**src/verilog/tc8_pkg.sv**
```systemverilog
/*
 * Package for the 8-bit timer compare block: register offsets, field
 * positions, mode codes and the packed state record.
 * Assumes an APB slave with 32-bit data, one aligned word per register.
 */
package tc8_pkg;

	// ----------------------------------------------------------------
	// Register byte offsets
	// ----------------------------------------------------------------
	localparam logic [7:0] TC8_OFF_CTRL = 8'h00;
	localparam logic [7:0] TC8_OFF_COUNT = 8'h04;
	localparam logic [7:0] TC8_OFF_CMPA = 8'h08;
	localparam logic [7:0] TC8_OFF_CMPB = 8'h0C;
	localparam logic [7:0] TC8_OFF_FLAGS = 8'h10;
	localparam logic [7:0] TC8_OFF_IEN = 8'h14;
	localparam logic [7:0] TC8_OFF_FORCE = 8'h18;
	localparam logic [7:0] TC8_OFF_PORT = 8'h1C;

	// ----------------------------------------------------------------
	// Field positions
	// ----------------------------------------------------------------
	localparam int TC8_CTRL_WSEL_LSB = 0;
	localparam int TC8_CTRL_ACTA_LSB = 4;
	localparam int TC8_CTRL_ACTB_LSB = 6;
	localparam int TC8_CTRL_TSEL_LSB = 8;
	localparam int TC8_FLAG_OVF = 0;
	localparam int TC8_FLAG_A = 1;
	localparam int TC8_FLAG_B = 2;
	localparam int TC8_PORT_DATA_LSB = 0;
	localparam int TC8_PORT_DIR_LSB = 4;

	// ----------------------------------------------------------------
	// Mode and action codes, counter limits
	// ----------------------------------------------------------------
	localparam logic [2:0] TC8_WSEL_NORMAL = 3'h0;
	localparam logic [2:0] TC8_WSEL_CLEAR_ON_MATCH = 3'h2;
	localparam logic [1:0] TC8_ACT_NONE = 2'h0;
	localparam logic [1:0] TC8_ACT_TOGGLE = 2'h1;
	localparam logic [1:0] TC8_ACT_CLEAR = 2'h2;
	localparam logic [1:0] TC8_ACT_SET = 2'h3;
	localparam logic [7:0] TC8_COUNT_MAX = 8'hFF;
	localparam logic [7:0] TC8_COUNT_BOTTOM = 8'h00;
	localparam logic [2:0] TC8_TSEL_STOP = 3'h0;

	// ----------------------------------------------------------------
	// State record
	// ----------------------------------------------------------------
	typedef struct packed {
		logic [7:0] timer_count;
		logic [7:0] compare_value_a;
		logic [7:0] compare_value_b;
		logic [7:0] buffer_a;
		logic [7:0] buffer_b;
		logic [2:0] waveform_select;
		logic [1:0] output_action_select_a;
		logic [1:0] output_action_select_b;
		logic [2:0] tick_source_select;
		logic overflow_flag;
		logic compare_flag_a;
		logic compare_flag_b;
		logic [2:0] irq_enable;
		logic [1:0] port_data;
		logic [1:0] port_dir;
		logic compare_output_a;
		logic compare_output_b;
		logic block;
		logic [1:0] pin_out;
		logic [1:0] pin_oe;
		logic [2:0] irq;
		logic pready;
		logic pslverr;
		logic [31:0] prdata;
	} tc8_state_t;

	localparam tc8_state_t TC8_STATE_RST = '0;

endpackage : tc8_pkg

```
**src/verilog/tc8_timer.sv**
```systemverilog
/*
 * 8-bit timer with two compare channels, Normal and clear-on-match
 * counting, compare outputs with port override, APB register access.
 * Assumes timer_tick is a one-cycle pulse synchronous to clk and that
 * irq_ack pulses once when the matching interrupt is serviced.
 */
`timescale 1ns/10ps

module tc8_timer
	import tc8_pkg::*;
(
	input wire logic clk,
	input wire logic sys_rst,
	input wire logic timer_tick,
	input wire logic [2:0] irq_ack,
	input wire logic psel,
	input wire logic penable,
	input wire logic pwrite,
	input wire logic [7:0] paddr,
	input wire logic [31:0] pwdata,
	output logic [31:0] prdata,
	output logic pready,
	output logic pslverr,
	output logic [2:0] irq,
	output logic [1:0] pin_out,
	output logic [1:0] pin_oe
);

	tc8_state_t st_q;
	tc8_state_t st_d;
	logic tick;
	logic pwm;
	logic match_a;
	logic match_b;
	logic hit_a;
	logic hit_b;
	logic wr;
	logic cnt_wr;
	logic force_wr;
	logic flag_wr;

	// ----------------------------------------------------------------
	// Helpers
	// ----------------------------------------------------------------
	function automatic logic act_apply(input logic [1:0] act, input logic cur);
		logic r;
		r = cur;
		unique case (act)
			TC8_ACT_NONE: r = cur;
			TC8_ACT_TOGGLE: r = ~cur;
			TC8_ACT_CLEAR: r = 1'b0;
			TC8_ACT_SET: r = 1'b1;
		endcase
		return r;
	endfunction : act_apply

	function automatic logic mapped(input logic [7:0] a);
		return a == TC8_OFF_CTRL || a == TC8_OFF_COUNT || a == TC8_OFF_CMPA || a == TC8_OFF_CMPB ||
			a == TC8_OFF_FLAGS || a == TC8_OFF_IEN || a == TC8_OFF_FORCE || a == TC8_OFF_PORT;
	endfunction : mapped

	function automatic logic [31:0] read_mux(input tc8_state_t s, input logic [7:0] a, input logic p);
		logic [31:0] r;
		r = '0;
		unique case (a)
			TC8_OFF_CTRL: begin
				r[TC8_CTRL_WSEL_LSB +: 3] = s.waveform_select;
				r[TC8_CTRL_ACTA_LSB +: 2] = s.output_action_select_a;
				r[TC8_CTRL_ACTB_LSB +: 2] = s.output_action_select_b;
				r[TC8_CTRL_TSEL_LSB +: 3] = s.tick_source_select;
			end
			TC8_OFF_COUNT: r[7:0] = s.timer_count;
			TC8_OFF_CMPA: r[7:0] = p ? s.buffer_a : s.compare_value_a;
			TC8_OFF_CMPB: r[7:0] = p ? s.buffer_b : s.compare_value_b;
			TC8_OFF_FLAGS: begin
				r[TC8_FLAG_OVF] = s.overflow_flag;
				r[TC8_FLAG_A] = s.compare_flag_a;
				r[TC8_FLAG_B] = s.compare_flag_b;
			end
			TC8_OFF_IEN: r[2:0] = s.irq_enable;
			TC8_OFF_PORT: begin
				r[TC8_PORT_DATA_LSB +: 2] = s.port_data;
				r[TC8_PORT_DIR_LSB +: 2] = s.port_dir;
			end
			default: r = '0;
		endcase
		return r;
	endfunction : read_mux

	// ----------------------------------------------------------------
	// Decode
	// ----------------------------------------------------------------
	assign tick = timer_tick && st_q.tick_source_select != TC8_TSEL_STOP;
	assign pwm = st_q.waveform_select[0];
	assign match_a = st_q.timer_count == st_q.compare_value_a;
	assign match_b = st_q.timer_count == st_q.compare_value_b;
	assign hit_a = tick && match_a && !st_q.block;
	assign hit_b = tick && match_b && !st_q.block;
	// Writes land at the edge where pready is seen high
	assign wr = psel && penable && st_q.pready && pwrite;
	assign cnt_wr = wr && paddr == TC8_OFF_COUNT;
	assign force_wr = wr && paddr == TC8_OFF_FORCE;
	assign flag_wr = wr && paddr == TC8_OFF_FLAGS;

	// ----------------------------------------------------------------
	// Next state
	// ----------------------------------------------------------------
	always_comb begin
		st_d = st_q;
		st_d.pready = 1'b0;
		st_d.pslverr = 1'b0;
		if (psel && penable && !st_q.pready) begin
			st_d.pready = 1'b1;
			st_d.pslverr = !mapped(paddr);
			st_d.prdata = pwrite ? '0 : read_mux(st_q, paddr, pwm);
		end
		if (wr) begin
			unique case (paddr)
				TC8_OFF_CTRL: begin
					st_d.waveform_select = pwdata[TC8_CTRL_WSEL_LSB +: 3];
					st_d.output_action_select_a = pwdata[TC8_CTRL_ACTA_LSB +: 2];
					st_d.output_action_select_b = pwdata[TC8_CTRL_ACTB_LSB +: 2];
					st_d.tick_source_select = pwdata[TC8_CTRL_TSEL_LSB +: 3];
				end
				TC8_OFF_CMPA: begin
					if (pwm) st_d.buffer_a = pwdata[7:0];
					else st_d.compare_value_a = pwdata[7:0];
				end
				TC8_OFF_CMPB: begin
					if (pwm) st_d.buffer_b = pwdata[7:0];
					else st_d.compare_value_b = pwdata[7:0];
				end
				TC8_OFF_IEN: st_d.irq_enable = pwdata[2:0];
				TC8_OFF_PORT: begin
					st_d.port_data = pwdata[TC8_PORT_DATA_LSB +: 2];
					st_d.port_dir = pwdata[TC8_PORT_DIR_LSB +: 2];
				end
				default: ;
			endcase
		end
		// Clears first so a same-cycle set wins
		if (flag_wr) begin
			if (pwdata[TC8_FLAG_OVF]) st_d.overflow_flag = 1'b0;
			if (pwdata[TC8_FLAG_A]) st_d.compare_flag_a = 1'b0;
			if (pwdata[TC8_FLAG_B]) st_d.compare_flag_b = 1'b0;
		end
		if (irq_ack[TC8_FLAG_OVF]) st_d.overflow_flag = 1'b0;
		if (irq_ack[TC8_FLAG_A]) st_d.compare_flag_a = 1'b0;
		if (irq_ack[TC8_FLAG_B]) st_d.compare_flag_b = 1'b0;
		if (force_wr && !pwm) begin
			if (pwdata[0]) st_d.compare_output_a = act_apply(st_q.output_action_select_a, st_q.compare_output_a);
			if (pwdata[1]) st_d.compare_output_b = act_apply(st_q.output_action_select_b, st_q.compare_output_b);
		end
		if (tick) begin
			st_d.block = 1'b0;
			if (st_q.waveform_select == TC8_WSEL_CLEAR_ON_MATCH && match_a) begin
				st_d.timer_count = TC8_COUNT_BOTTOM;
			end else begin
				st_d.timer_count = st_q.timer_count + 8'h01;
			end
			if (st_q.timer_count == TC8_COUNT_MAX) begin
				st_d.overflow_flag = 1'b1;
				if (pwm) begin
					// Buffered values go live only at the wrap
					st_d.compare_value_a = st_q.buffer_a;
					st_d.compare_value_b = st_q.buffer_b;
				end
			end
			if (hit_a) begin
				st_d.compare_flag_a = 1'b1;
				st_d.compare_output_a = act_apply(st_q.output_action_select_a, st_q.compare_output_a);
			end
			if (hit_b) begin
				st_d.compare_flag_b = 1'b1;
				st_d.compare_output_b = act_apply(st_q.output_action_select_b, st_q.compare_output_b);
			end
		end
		// Last so it overrides any count or clear above
		if (cnt_wr) begin
			st_d.timer_count = pwdata[7:0];
			st_d.block = 1'b1;
		end
		st_d.irq = {st_d.compare_flag_b, st_d.compare_flag_a, st_d.overflow_flag} & st_d.irq_enable;
		st_d.pin_out[0] = st_d.output_action_select_a != TC8_ACT_NONE ? st_d.compare_output_a : st_d.port_data[0];
		st_d.pin_out[1] = st_d.output_action_select_b != TC8_ACT_NONE ? st_d.compare_output_b : st_d.port_data[1];
		st_d.pin_oe = st_d.port_dir;
	end

	// Compare outputs survive mode writes: only matches, forces and reset touch them
	always_ff @(posedge clk) begin
		if (sys_rst) st_q <= TC8_STATE_RST;
		else st_q <= st_d;
	end

	assign prdata = st_q.prdata;
	assign pready = st_q.pready;
	assign pslverr = st_q.pslverr;
	assign irq = st_q.irq;
	assign pin_out = st_q.pin_out;
	assign pin_oe = st_q.pin_oe;

	// Checker helper: a count write stays pending until the tick it blocks
	// A stopped timer may hold it pending for any number of cycles
	logic wr_pend_q;
	always_ff @(posedge clk) begin
		if (sys_rst) wr_pend_q <= 1'b0;
		else if (cnt_wr) wr_pend_q <= 1'b1;
		else if (tick) wr_pend_q <= 1'b0;
	end
endmodule : tc8_timer

```
**config.mk**
```make
export PLATFORM = sky130hd
export DESIGN_NAME = tc8_timer
export DESIGN_NICKNAME = d
export VERILOG_FILES = /design/src/verilog/tc8_pkg.sv /design/src/verilog/tc8_timer.sv
export SDC_FILE = /design/constraint.sdc
export NUM_CORES = 1
export LEC_CHECK = 0
export ABC_CLOCK_PERIOD_IN_PS = 6280
export BUFFER_PORTS_ARGS = -buffer_cell sky130_fd_sc_hd__clkbuf_2
export CAP_MARGIN = 20
export CORE_AREA = 10 10 101 103
export CTS_CLUSTER_SIZE = 25
export DETAILED_ROUTE_END_ITERATION = 12
export DIE_AREA = 0 0 111 113
export PLACE_DENSITY = 0.86
export SKIP_CTS_REPAIR_TIMING = 1
export SLEW_MARGIN = 20
export SYNTH_ARGS = -nofsm -noshare
export SYNTH_HDL_FRONTEND = slang
export SYNTH_SLANG_ARGS = --single-unit
```
**constraint.sdc**
```tcl
create_clock -name clk -period 6.28 [get_ports clk]
set_input_delay 1.57 -clock clk [delete_from_list [all_inputs] [get_ports clk]]
set_output_delay 1.57 -clock clk [all_outputs]
set_load 0.02 [all_outputs]
```
==> results.yml, run 1 <==
global_routing:
  grt_usage_pct: 17.6
  antenna_found_initial: 0
  grt_pass1_vias: 3633
  grt_max_degree: 79
  grt_busiest_layer: "met2"
  use_met1_pct: 21.9
  grt_use_met2_pct: 28.1
  grt_pass1_wl_um: 18500
  grt-ovfl-total: 0
  grt_use_met3_pct: 4.23
clock_network:
  clkSlewWorstSetupHoldPaths_ns: 0.07
  cts.htree.levels: 3
  clock-root-buffer: "clkbuf_8"
  cts_tree: "built"
  cts_buffer_depth: 2
  insertion_delay_ns: 0.36
  cts.sinks: 81
  cts_buffers: 9
floorplan:
  die_w_um: 111
  boundaryPins: 90
  die_h_um: 113
  start_util_pct: 54.4
  core_area_um2: 8130
  die-area_um2: 12500
  fp-row-count: 33
job:
  max_cap_violations: 0
place:
  place_congestion: 0.933
  portBuffers: 47
  dpl.hpwl_um: 8260
critical_path:
  cp-startpoint: "paddr[4]"
  r2r_cells: 4
  cp_max_fo: 13
  r2r-end: "pin_out[1]"
  setup.worst_path.class: "in2reg"
  cp_data_arrival_time_ns: 3.93
  r2r_slack_ns: 3.91
  end_kind: "flip-flop"
  startpoint_type: "input port"
  timing.rr.start: "pready"
  crit_required_ns: 6.54
  crit_end: "st_q[83]"
pwr:
  irDropWorstVdd_uv: 88.9
  total_power_uw: 975
  p_leak_uw: 0.00180
  powerDensity_nw_per_um2: 210
route:
  vias: 3746
  ant_nets: 0
  via_per_inst: 5.98
  route.detailed.drc: 0
  drt-initial-drc-count: 300
  routedWlPerCell_um: 18.3
  wirelength_um: 11400
  firstDrtPassIters: 4
sta:
  setup_violations: 0
  worstMarginPinSlew_ns: 0.992
  period_share_pct: 58.4
  hold_viol: 0
  period_needed_ns: 3.67
  fin_tns_setup_ns: 0
  hold_slack_ns: 0.456
  relSlewSlack_pct: 33.6
  clock-skew-final_ns: 0.0129
  fmax_mhz: 272
  rsz0062_at_grt: "false"
  slew_violations: 0
final_layout:
  final_util_pct: 57.0
  register_area_um2: 1620
  nFillCells: 753
  layout_commonest_cell: "dfxtp_1"
  final_cell_mix: "dfxtp_1 (81), nor2_1 (72), mux2i_1 (56)"
  insertedDiodeCount: 0
  area_delta_synth_final_pct: 4.78
  multi_input_area_um2: 2390
  drive_gt1_share_pct: 17.5
  layout.nets: 566
yosys:
  yosysWarnings: 0
  synth-seq-cells: 81
  synth.largest_area_cell: "dfxtp_1"
  synth.avg_cell_area_um2: 8.66
  netlist_instances: 511
  yosysTopAreaCellShare_pct: 36.6
  async_reset_ff_share_pct: 0
  synth.distinct_cells: 56
  synth_ff_type: "dfxtp_1"
  synth_edf_count: 0
  syn-cell-area_um2: 4430
  ys_seq_area_share_pct: 36.6
  synthTopCellsByArea: "dfxtp_1 (37%), mux2i_1 (13%), buf_4 (7.3%), nor2_1 (6.1%), xnor2_1 (3.8%)"
status:
  status: "completed"
min_path:
  hp-class: "reg2reg"
## worst min-delay path by stage
stage                     startpoint        end  cells after the start  slack [ns]
after floorplan            prdata[2]  prdata[2]                      2        0.42
after global placement     prdata[2]  prdata[2]                      2        0.43
after detailed placement   prdata[2]  prdata[2]                      2        0.44
after CTS                  prdata[3]  prdata[3]                      2        0.46
after global routing       prdata[9]  prdata[9]                      2        0.48
final                      prdata[3]  prdata[3]                      2        0.46
## registers in the layout (all words and copies together) (netlist names)
register  cells
st_q         60
prdata       11
irq           3
pin_oe        2
pin_out       2
pready        1
pslverr       1
pwm           1
## cells by family after synthesis
family                   after synthesis  share of synthesized area, %
flip-flops                            81                          36.6
XOR/XNOR                              20                          3.96
buffers and inverters                 85                          11.1
AO/OA/AOI/OAI                         91                          14.6
AND/OR/NAND/NOR                      168                          18.6
other                                  1                        0.0847
multiplexers                          64                          14.7
adder cells (fa/ha/maj)                1                         0.283
## synth_stat cells (all sizes together) (2+ instances only)
cell and n:
o21ai 6, and2 4, o211ai 5, inv 7, a31oi 9, mux2i 56
nor2b 3, a22o 3, o22ai 2, a311oi 3, nor3 14, a21oi 24
clkbuf 25, a221oi 2, xnor2 19, a211oi 18, a22oi 11, nand4 7
nor4 6, or3 3, and3 4, mux2 8, nand2 32, nor3b 2
or2 2, dfxtp 81, nor2 72, nand3 13, buf 53
## per-layer routing
layer | up-vias | share of wire (%)
li1 | 1748 | -
met1 | 1765 | 41
met2 | 205 | 45
met3 | 28 | 10
met4 | 0 | 3.1
met5 | - | 0
## worst max-delay path: stages
cell and delay, ns:
clkbuf_2 0.19, nor4_2 0.60, nand2_2 0.24, nor3b_2 0.87, mux2i_1 0.18, a211oi_1 0.28
## where the power goes
part | total, uW | switching, uW | internal, uW
Combinational | 66.9 | 49.7 | 17.2
Sequential | 520 | 4.61 | 515
Clock | 388 | 193 | 195
## metrics by stage
step	instance area [um2]	setup WS (ns)	instances
after floorplan	4500	3.19	531
after global placement	4440	2.42	610
after detailed placement	4440	2.34	610
after CTS	4640	2.68	626
after global routing	4640	2.41	626
final	4640	2.61	626
## final cells by class
class,instances,share of cell area [%]
Clock buffer,12,3.13
Clock inverter,4,1.13
Inverter,7,0.567
Multi-Input combinational cell,365,51.5
Sequential cell,81,35.0
Tap cell,105,2.83
Timing Repair Buffer,52,5.88
(Power assumes the default switching activity.)
==> run 2: changes to the inputs <==
--- a/config.mk
+++ b/config.mk
@@ -5,14 +5,14 @@
 export SDC_FILE = /design/constraint.sdc
 export NUM_CORES = 1
 export LEC_CHECK = 0
-export ABC_CLOCK_PERIOD_IN_PS = 6280
+export ABC_CLOCK_PERIOD_IN_PS = 3000
 export BUFFER_PORTS_ARGS = -buffer_cell sky130_fd_sc_hd__clkbuf_2
 export CAP_MARGIN = 20
-export CORE_AREA = 10 10 101 103
+export CORE_AREA = 10 10 106 108
 export CTS_CLUSTER_SIZE = 25
 export DETAILED_ROUTE_END_ITERATION = 12
-export DIE_AREA = 0 0 111 113
-export PLACE_DENSITY = 0.86
+export DIE_AREA = 0 0 116 118
+export PLACE_DENSITY = 0.82
 export SKIP_CTS_REPAIR_TIMING = 1
 export SLEW_MARGIN = 20
 export SYNTH_ARGS = -nofsm -noshare
==> constraint.sdc (replaced) <==
create_clock -name clk -period 3 [get_ports clk]
set_input_delay 0.75 -clock clk [delete_from_list [all_inputs] [get_ports clk]]
set_output_delay 0.75 -clock clk [all_outputs]
set_load 0.02 [all_outputs]
==> run 2 against run 1 <==
Effect of this change:
- final cell count grew 3.0%
- wire length increased by 2.7%
- critical path type unchanged
- hold slack improved by 0.00086 ns
- final area up 3.4%
- clock-buffer cell count is 2 lower
- clock skew shrank 0.0050 ns
- utilization is 4.4 points lower
- global-route usage is 0.58 points lower
- setup slack got worse by 2.0 ns
- total power is 130% higher
- first-iteration DRC count rose by 42%
- critical endpoint is now st_q[84]
- largest power group unchanged
==> results.yml, run 2 (synthesis results as in run 1) <==
critical_path:
  crit_slowest_cell: "nor4bb_1"
  crit_top_cell: "buf_4"
  startpoint_type: "input port"
  r2r_cells: 6
  max_stage_delay_ns: 0.45
  cp.depth: 8
  end_kind: "flip-flop"
  worst-path-buf-inv: 3
  crit_family: "simple AND/OR/NAND/NOR gates"
  crit_chain: "clkbuf_2 > nor4bb_1 > buf_4 > nand2_2 > nor3b_2 > buf_4 > mux2i_1 > a211oi_1"
  r2r-end: "st_q[80]"
  cp_max_fo: 11
  setup.worst_path.class: "in2reg"
  crit_required_ns: 3.24
  r2r_slack_ns: 0.77
  timing.rr.start: "st_q[56]"
  cp_data_arrival_time_ns: 2.58
  cp-startpoint: "paddr[3]"
clock_network:
  cts_tree: "built"
  cts.sinks: 81
  cts_buffers: 9
  insertion_delay_ns: 0.37
  cts.htree.levels: 3
  clkSlewWorstSetupHoldPaths_ns: 0.08
  clock-root-buffer: "clkbuf_8"
  cts_buffer_depth: 2
place:
  place_congestion: 0.956
  placedCellCount: 629
  dpl.hpwl_um: 8650
  portBuffers: 47
min_path:
  hp-class: "reg2reg"
  whs_endpoint: "prdata[8]"
  hold_start: "prdata[8]"
  hold_depth: 2
floorplan:
  core_area_um2: 9110
  start_util_pct: 48.6
  die_h_um: 118
  die-area_um2: 13700
  die_w_um: 116
  boundaryPins: 90
  fp-row-count: 35
global_routing:
  grt_use_met3_pct: 4.99
  grt_pass1_vias: 3621
  grt-ovfl-total: 0
  grt_pass1_wl_um: 18700
  grt_busiest_layer: "met2"
  grt_usage_pct: 17.0
  use_met1_pct: 20.8
  antenna_found_initial: 0
  grt_max_degree: 40
  grt_use_met2_pct: 26.9
route:
  vias: 3766
  routedWlPerCell_um: 18.2
  via_per_inst: 5.84
  wirelength_um: 11700
  ant_nets: 0
  firstDrtPassIters: 5
  route.detailed.drc: 0
  drt-initial-drc-count: 425
status:
  status: "completed"
sta:
  relSlewSlack_pct: 46.5
  clock-skew-final_ns: 0.00791
  rsz0062_at_grt: "false"
  worstMarginPinSlew_ns: 0.795
  fin_tns_setup_ns: 0
  hold_slack_ns: 0.457
  hold_viol: 0
  period_share_pct: 78.2
  fmax_mhz: 426
  period_needed_ns: 2.35
  slew_violations: 0
  setup_violations: 0
job:
  max_cap_violations: 0
final_layout:
  layout_commonest_cell: "dfxtp_1"
  final_cell_mix: "dfxtp_1 (81), nor2_1 (72), mux2i_1 (56)"
  layout.nets: 579
  finalNonFillerCells: 645
  area_delta_synth_final_pct: 8.34
  largest_register_ffs: 60
  top_register: "st_q"
  insertedDiodeCount: 0
  drive_gt1_share_pct: 19.9
pwr:
  p_leak_uw: 0.00191
  powerDensity_nw_per_um2: 464
  irDropWorstVdd_uv: 265
run 2: cell count changes in the layout (fill, tap and decap cells not counted):
cell | before | now
buf_4 | 5 | 18
clkinvlp_4 | 3 | 0
bufinv_16 | 1 | 3
clkbuf_1 | 2 | 0
inv_6 | 0 | 2
clkinv_2 | 0 | 1
run 2: worst register-to-register path, delay by kind of cell (launching register included):
| kind | cells | cell delay, ns |
|---|---|---|
| compound gates | 2 | 0.94 |
| simple gates | 3 | 0.51 |
| flops | 1 | 0.34 |
| buf+inv | 1 | 0.34 |
run 2: worst max path at each step:
stage / endpoint
after floorplan: st_q[88]
after global placement: st_q[90]
after detailed placement: st_q[82]
after CTS: st_q[84]
after global routing: st_q[80]
final: st_q[84]
run 2: layout make-up:
type | count | area, um2
Inverter | 7 | 26.3
Tap cell | 111 | 139
Multi-Input combinational cell | 365 | 2390
Sequential cell | 81 | 1620
Fill cell | 823 | 4310
Timing Repair Buffer | 65 | 370
Clock buffer | 10 | 138
Clock inverter | 6 | 113
run 2: layer usage:
| layer | vias to the layer above | wire, um |
|---|---|---|
| met2 | 186 | 5380 |
| met3 | 33 | 1100 |
| met1 | 1770 | 4870 |
| met5 | - | 0 |
| met4 | 0 | 397 |
| li1 | 1777 | - |
run 2: per-stage QoR:
step | util [%] | total power [uW] | instance area [um2] | setup slack, ns
finish | 52.6 | 2230 | 4790 | 0.655
global route | 52.6 | 2300 | 4790 | 0.530
CTS | 52.6 | 2230 | 4790 | 0.685
detailed placement | 49.9 | 1250 | 4540 | 0.347
global placement | 49.9 | 1250 | 4540 | 0.441
floorplan | - | 1220 | 4500 | 0.726
run 2: power breakdown:
group / internal, uW / total (uW) / switching, uW
clock network: 580 / 995 / 415
registers: 1080 / 1090 / 7.87
logic: 39.6 / 144 / 104
==> run 3: changes to the inputs <==
--- a/config.mk
+++ b/config.mk
@@ -5,14 +5,14 @@
 export SDC_FILE = /design/constraint.sdc
 export NUM_CORES = 1
 export LEC_CHECK = 0
-export ABC_CLOCK_PERIOD_IN_PS = 3000
+export ABC_CLOCK_PERIOD_IN_PS = 2400
 export BUFFER_PORTS_ARGS = -buffer_cell sky130_fd_sc_hd__clkbuf_2
 export CAP_MARGIN = 20
-export CORE_AREA = 10 10 106 108
+export CORE_AREA = 10 10 101 103
 export CTS_CLUSTER_SIZE = 25
 export DETAILED_ROUTE_END_ITERATION = 12
-export DIE_AREA = 0 0 116 118
-export PLACE_DENSITY = 0.82
+export DIE_AREA = 0 0 111 113
+export PLACE_DENSITY = 0.86
 export SKIP_CTS_REPAIR_TIMING = 1
 export SLEW_MARGIN = 20
 export SYNTH_ARGS = -nofsm -noshare
==> constraint.sdc (replaced) <==
create_clock -name clk -period 2.4 [get_ports clk]
set_input_delay 0.6 -clock clk [delete_from_list [all_inputs] [get_ports clk]]
set_output_delay 0.6 -clock clk [all_outputs]
set_load 0.02 [all_outputs]
==> run 3 against run 2 <==
Effect of this change:
- clock skew up 0.0013 ns
- combinational power up 35%
- final cell count up 0.31%
- hold slack better by 0.0044 ns
- final area up 1.5%
- wire length up 4.0%
- clock-buffer cell count up 2
- setup slack worse by 0.39 ns
- critical path type is now reg2reg
- non-clock buffer count up 8
- via count up 2.2%
==> results.yml, run 3 (synthesis results as in run 1) <==
place:
  dp_slack_ns: 0.0490
  place_congestion: 0.956
  dpl.hpwl_um: 9000
  portBuffers: 47
pwr:
  irDropWorstVdd_uv: 229
  p_sw_uw: 657
  p_seq_share_pct: 50.1
  switching_share_pct: 24.3
  p_int_uw: 2050
  powerDensity_nw_per_um2: 556
  p_leak_uw: 0.00194
  p_comb_share_pct: 7.2
  clkPwrFrac_pct: 42.6
critical_path:
  setup.worst_path.class: "reg2reg"
  crit_slowest_cell: "nor3_1"
  crit_chain: "xnor2_1 > nand4_1 > nor3_1 > a21oi_1 > a22oi_1 > nor2_1"
  crit_required_ns: 2.65
  max_stage_delay_ns: 0.58
  end_kind: "flip-flop"
  cp_max_fo: 6
  cp_data_arrival_time_ns: 2.38
  startpoint_type: "flip-flop"
route:
  routedWlPerCell_um: 18.9
  ant_nets: 0
  drt-initial-drc-count: 326
  route.detailed.drc: 0
  via_per_inst: 5.95
  wirelength_um: 12200
  firstDrtPassIters: 5
  vias: 3849
sta:
  period_share_pct: 88.8
  setup_violations: 0
  slew_violations: 0
  clock-skew-final_ns: 0.00926
  fin_tns_setup_ns: 0
  relSlewSlack_pct: 54.6
  worstMarginPinSlew_ns: 0.675
  period_needed_ns: 2.13
  worst_slack_ns: 0.268
  hold_viol: 0
  fmax_mhz: 469
  rsz0062_at_grt: "false"
final_layout:
  layout_commonest_cell: "dfxtp_1"
  final_cell_mix: "dfxtp_1 (81), nor2_1 (72), mux2i_1 (56)"
  area_delta_synth_final_pct: 9.92
  register_area_um2: 1620
  nFillCells: 694
  layout.nets: 587
  top_register: "st_q"
  multi_input_area_um2: 2390
  largest_register_ffs: 60
  insertedDiodeCount: 0
  drive_gt1_share_pct: 20.8
global_routing:
  antenna_found_initial: 0
  grt_usage_pct: 19.2
  grt-ovfl-total: 0
  grt_pass1_vias: 3801
  grt_max_degree: 38
  grt_pass1_wl_um: 19800
clock_network:
  cts_tree: "built"
  cts.htree.levels: 3
  clock-root-buffer: "clkbuf_8"
  cts_buffers: 9
  cts.sinks: 81
  cts_buffer_depth: 2
  insertion_delay_ns: 0.37
  clkSlewWorstSetupHoldPaths_ns: 0.08
status:
  status: "completed"
floorplan:
  core_area_um2: 8130
  die_w_um: 111
  die_h_um: 113
  fp-row-count: 33
  boundaryPins: 90
  start_util_pct: 54.4
  die-area_um2: 12500
min_path:
  hp-class: "reg2reg"
job:
  max_cap_violations: 0
## run 3: worst max-delay path: cells and delay by family, from the launching register on
kind	cells	cell delay (ns)
compound gates	2	0.49
xor+xnor	1	0.18
simple gates	3	0.80
flops	1	0.54
## run 3: metal layers
layer	track usage [%]	wire length (um)	vias to the layer above
li1	-	-	1791
met1	23.9	5070	1821
met2	29.8	5540	196
met3	4.75	1070	41
met4	10.8	539	0
met5	0	0	-
## run 3: power groups by stage
stage	sequential (uW)	combinational, uW	clock [uW]
after floorplan	1380	146	0
after global placement	1390	184	0
after detailed placement	1390	187	0
after CTS	1360	189	1170
after global routing	1360	209	1230
final	1360	195	1150
## run 3: per-stage QoR
step                      hold slack (ns)  utilization, %  std cells  instance area (um2)  total power, uW
final                               0.461            59.8        647                 4860             2700
after global routing                0.477            59.8        647                 4860             2800
after CTS                           0.464            59.8        647                 4860             2710
after detailed placement            0.448            57.0        631                 4630             1570
after global placement              0.438            57.0        631                 4630             1570
after floorplan                     0.421               -        531                 4500             1530
## run 3: layout make-up
type / count / share of cell area [%]
sequential: 81 / 33.3
timing repair buffer: 73 / 9.62
multi-input combinational: 365 / 49.1
inverter: 7 / 0.540
clock inverter: 4 / 1.54
clock buffer: 12 / 3.19
tap: 105 / 2.70
## run 3: path summary, 6_finish.rpt
check	start	endpoint	slack [ns]	cells past startpoint
setup / recovery	st_q[97]	st_q[98]	0.27	6
hold / removal	prdata[8]	prdata[8]	0.46	2
setup reg to reg	st_q[97]	st_q[98]	0.27	6
hold reg to reg	prdata[8]	prdata[8]	0.46	2
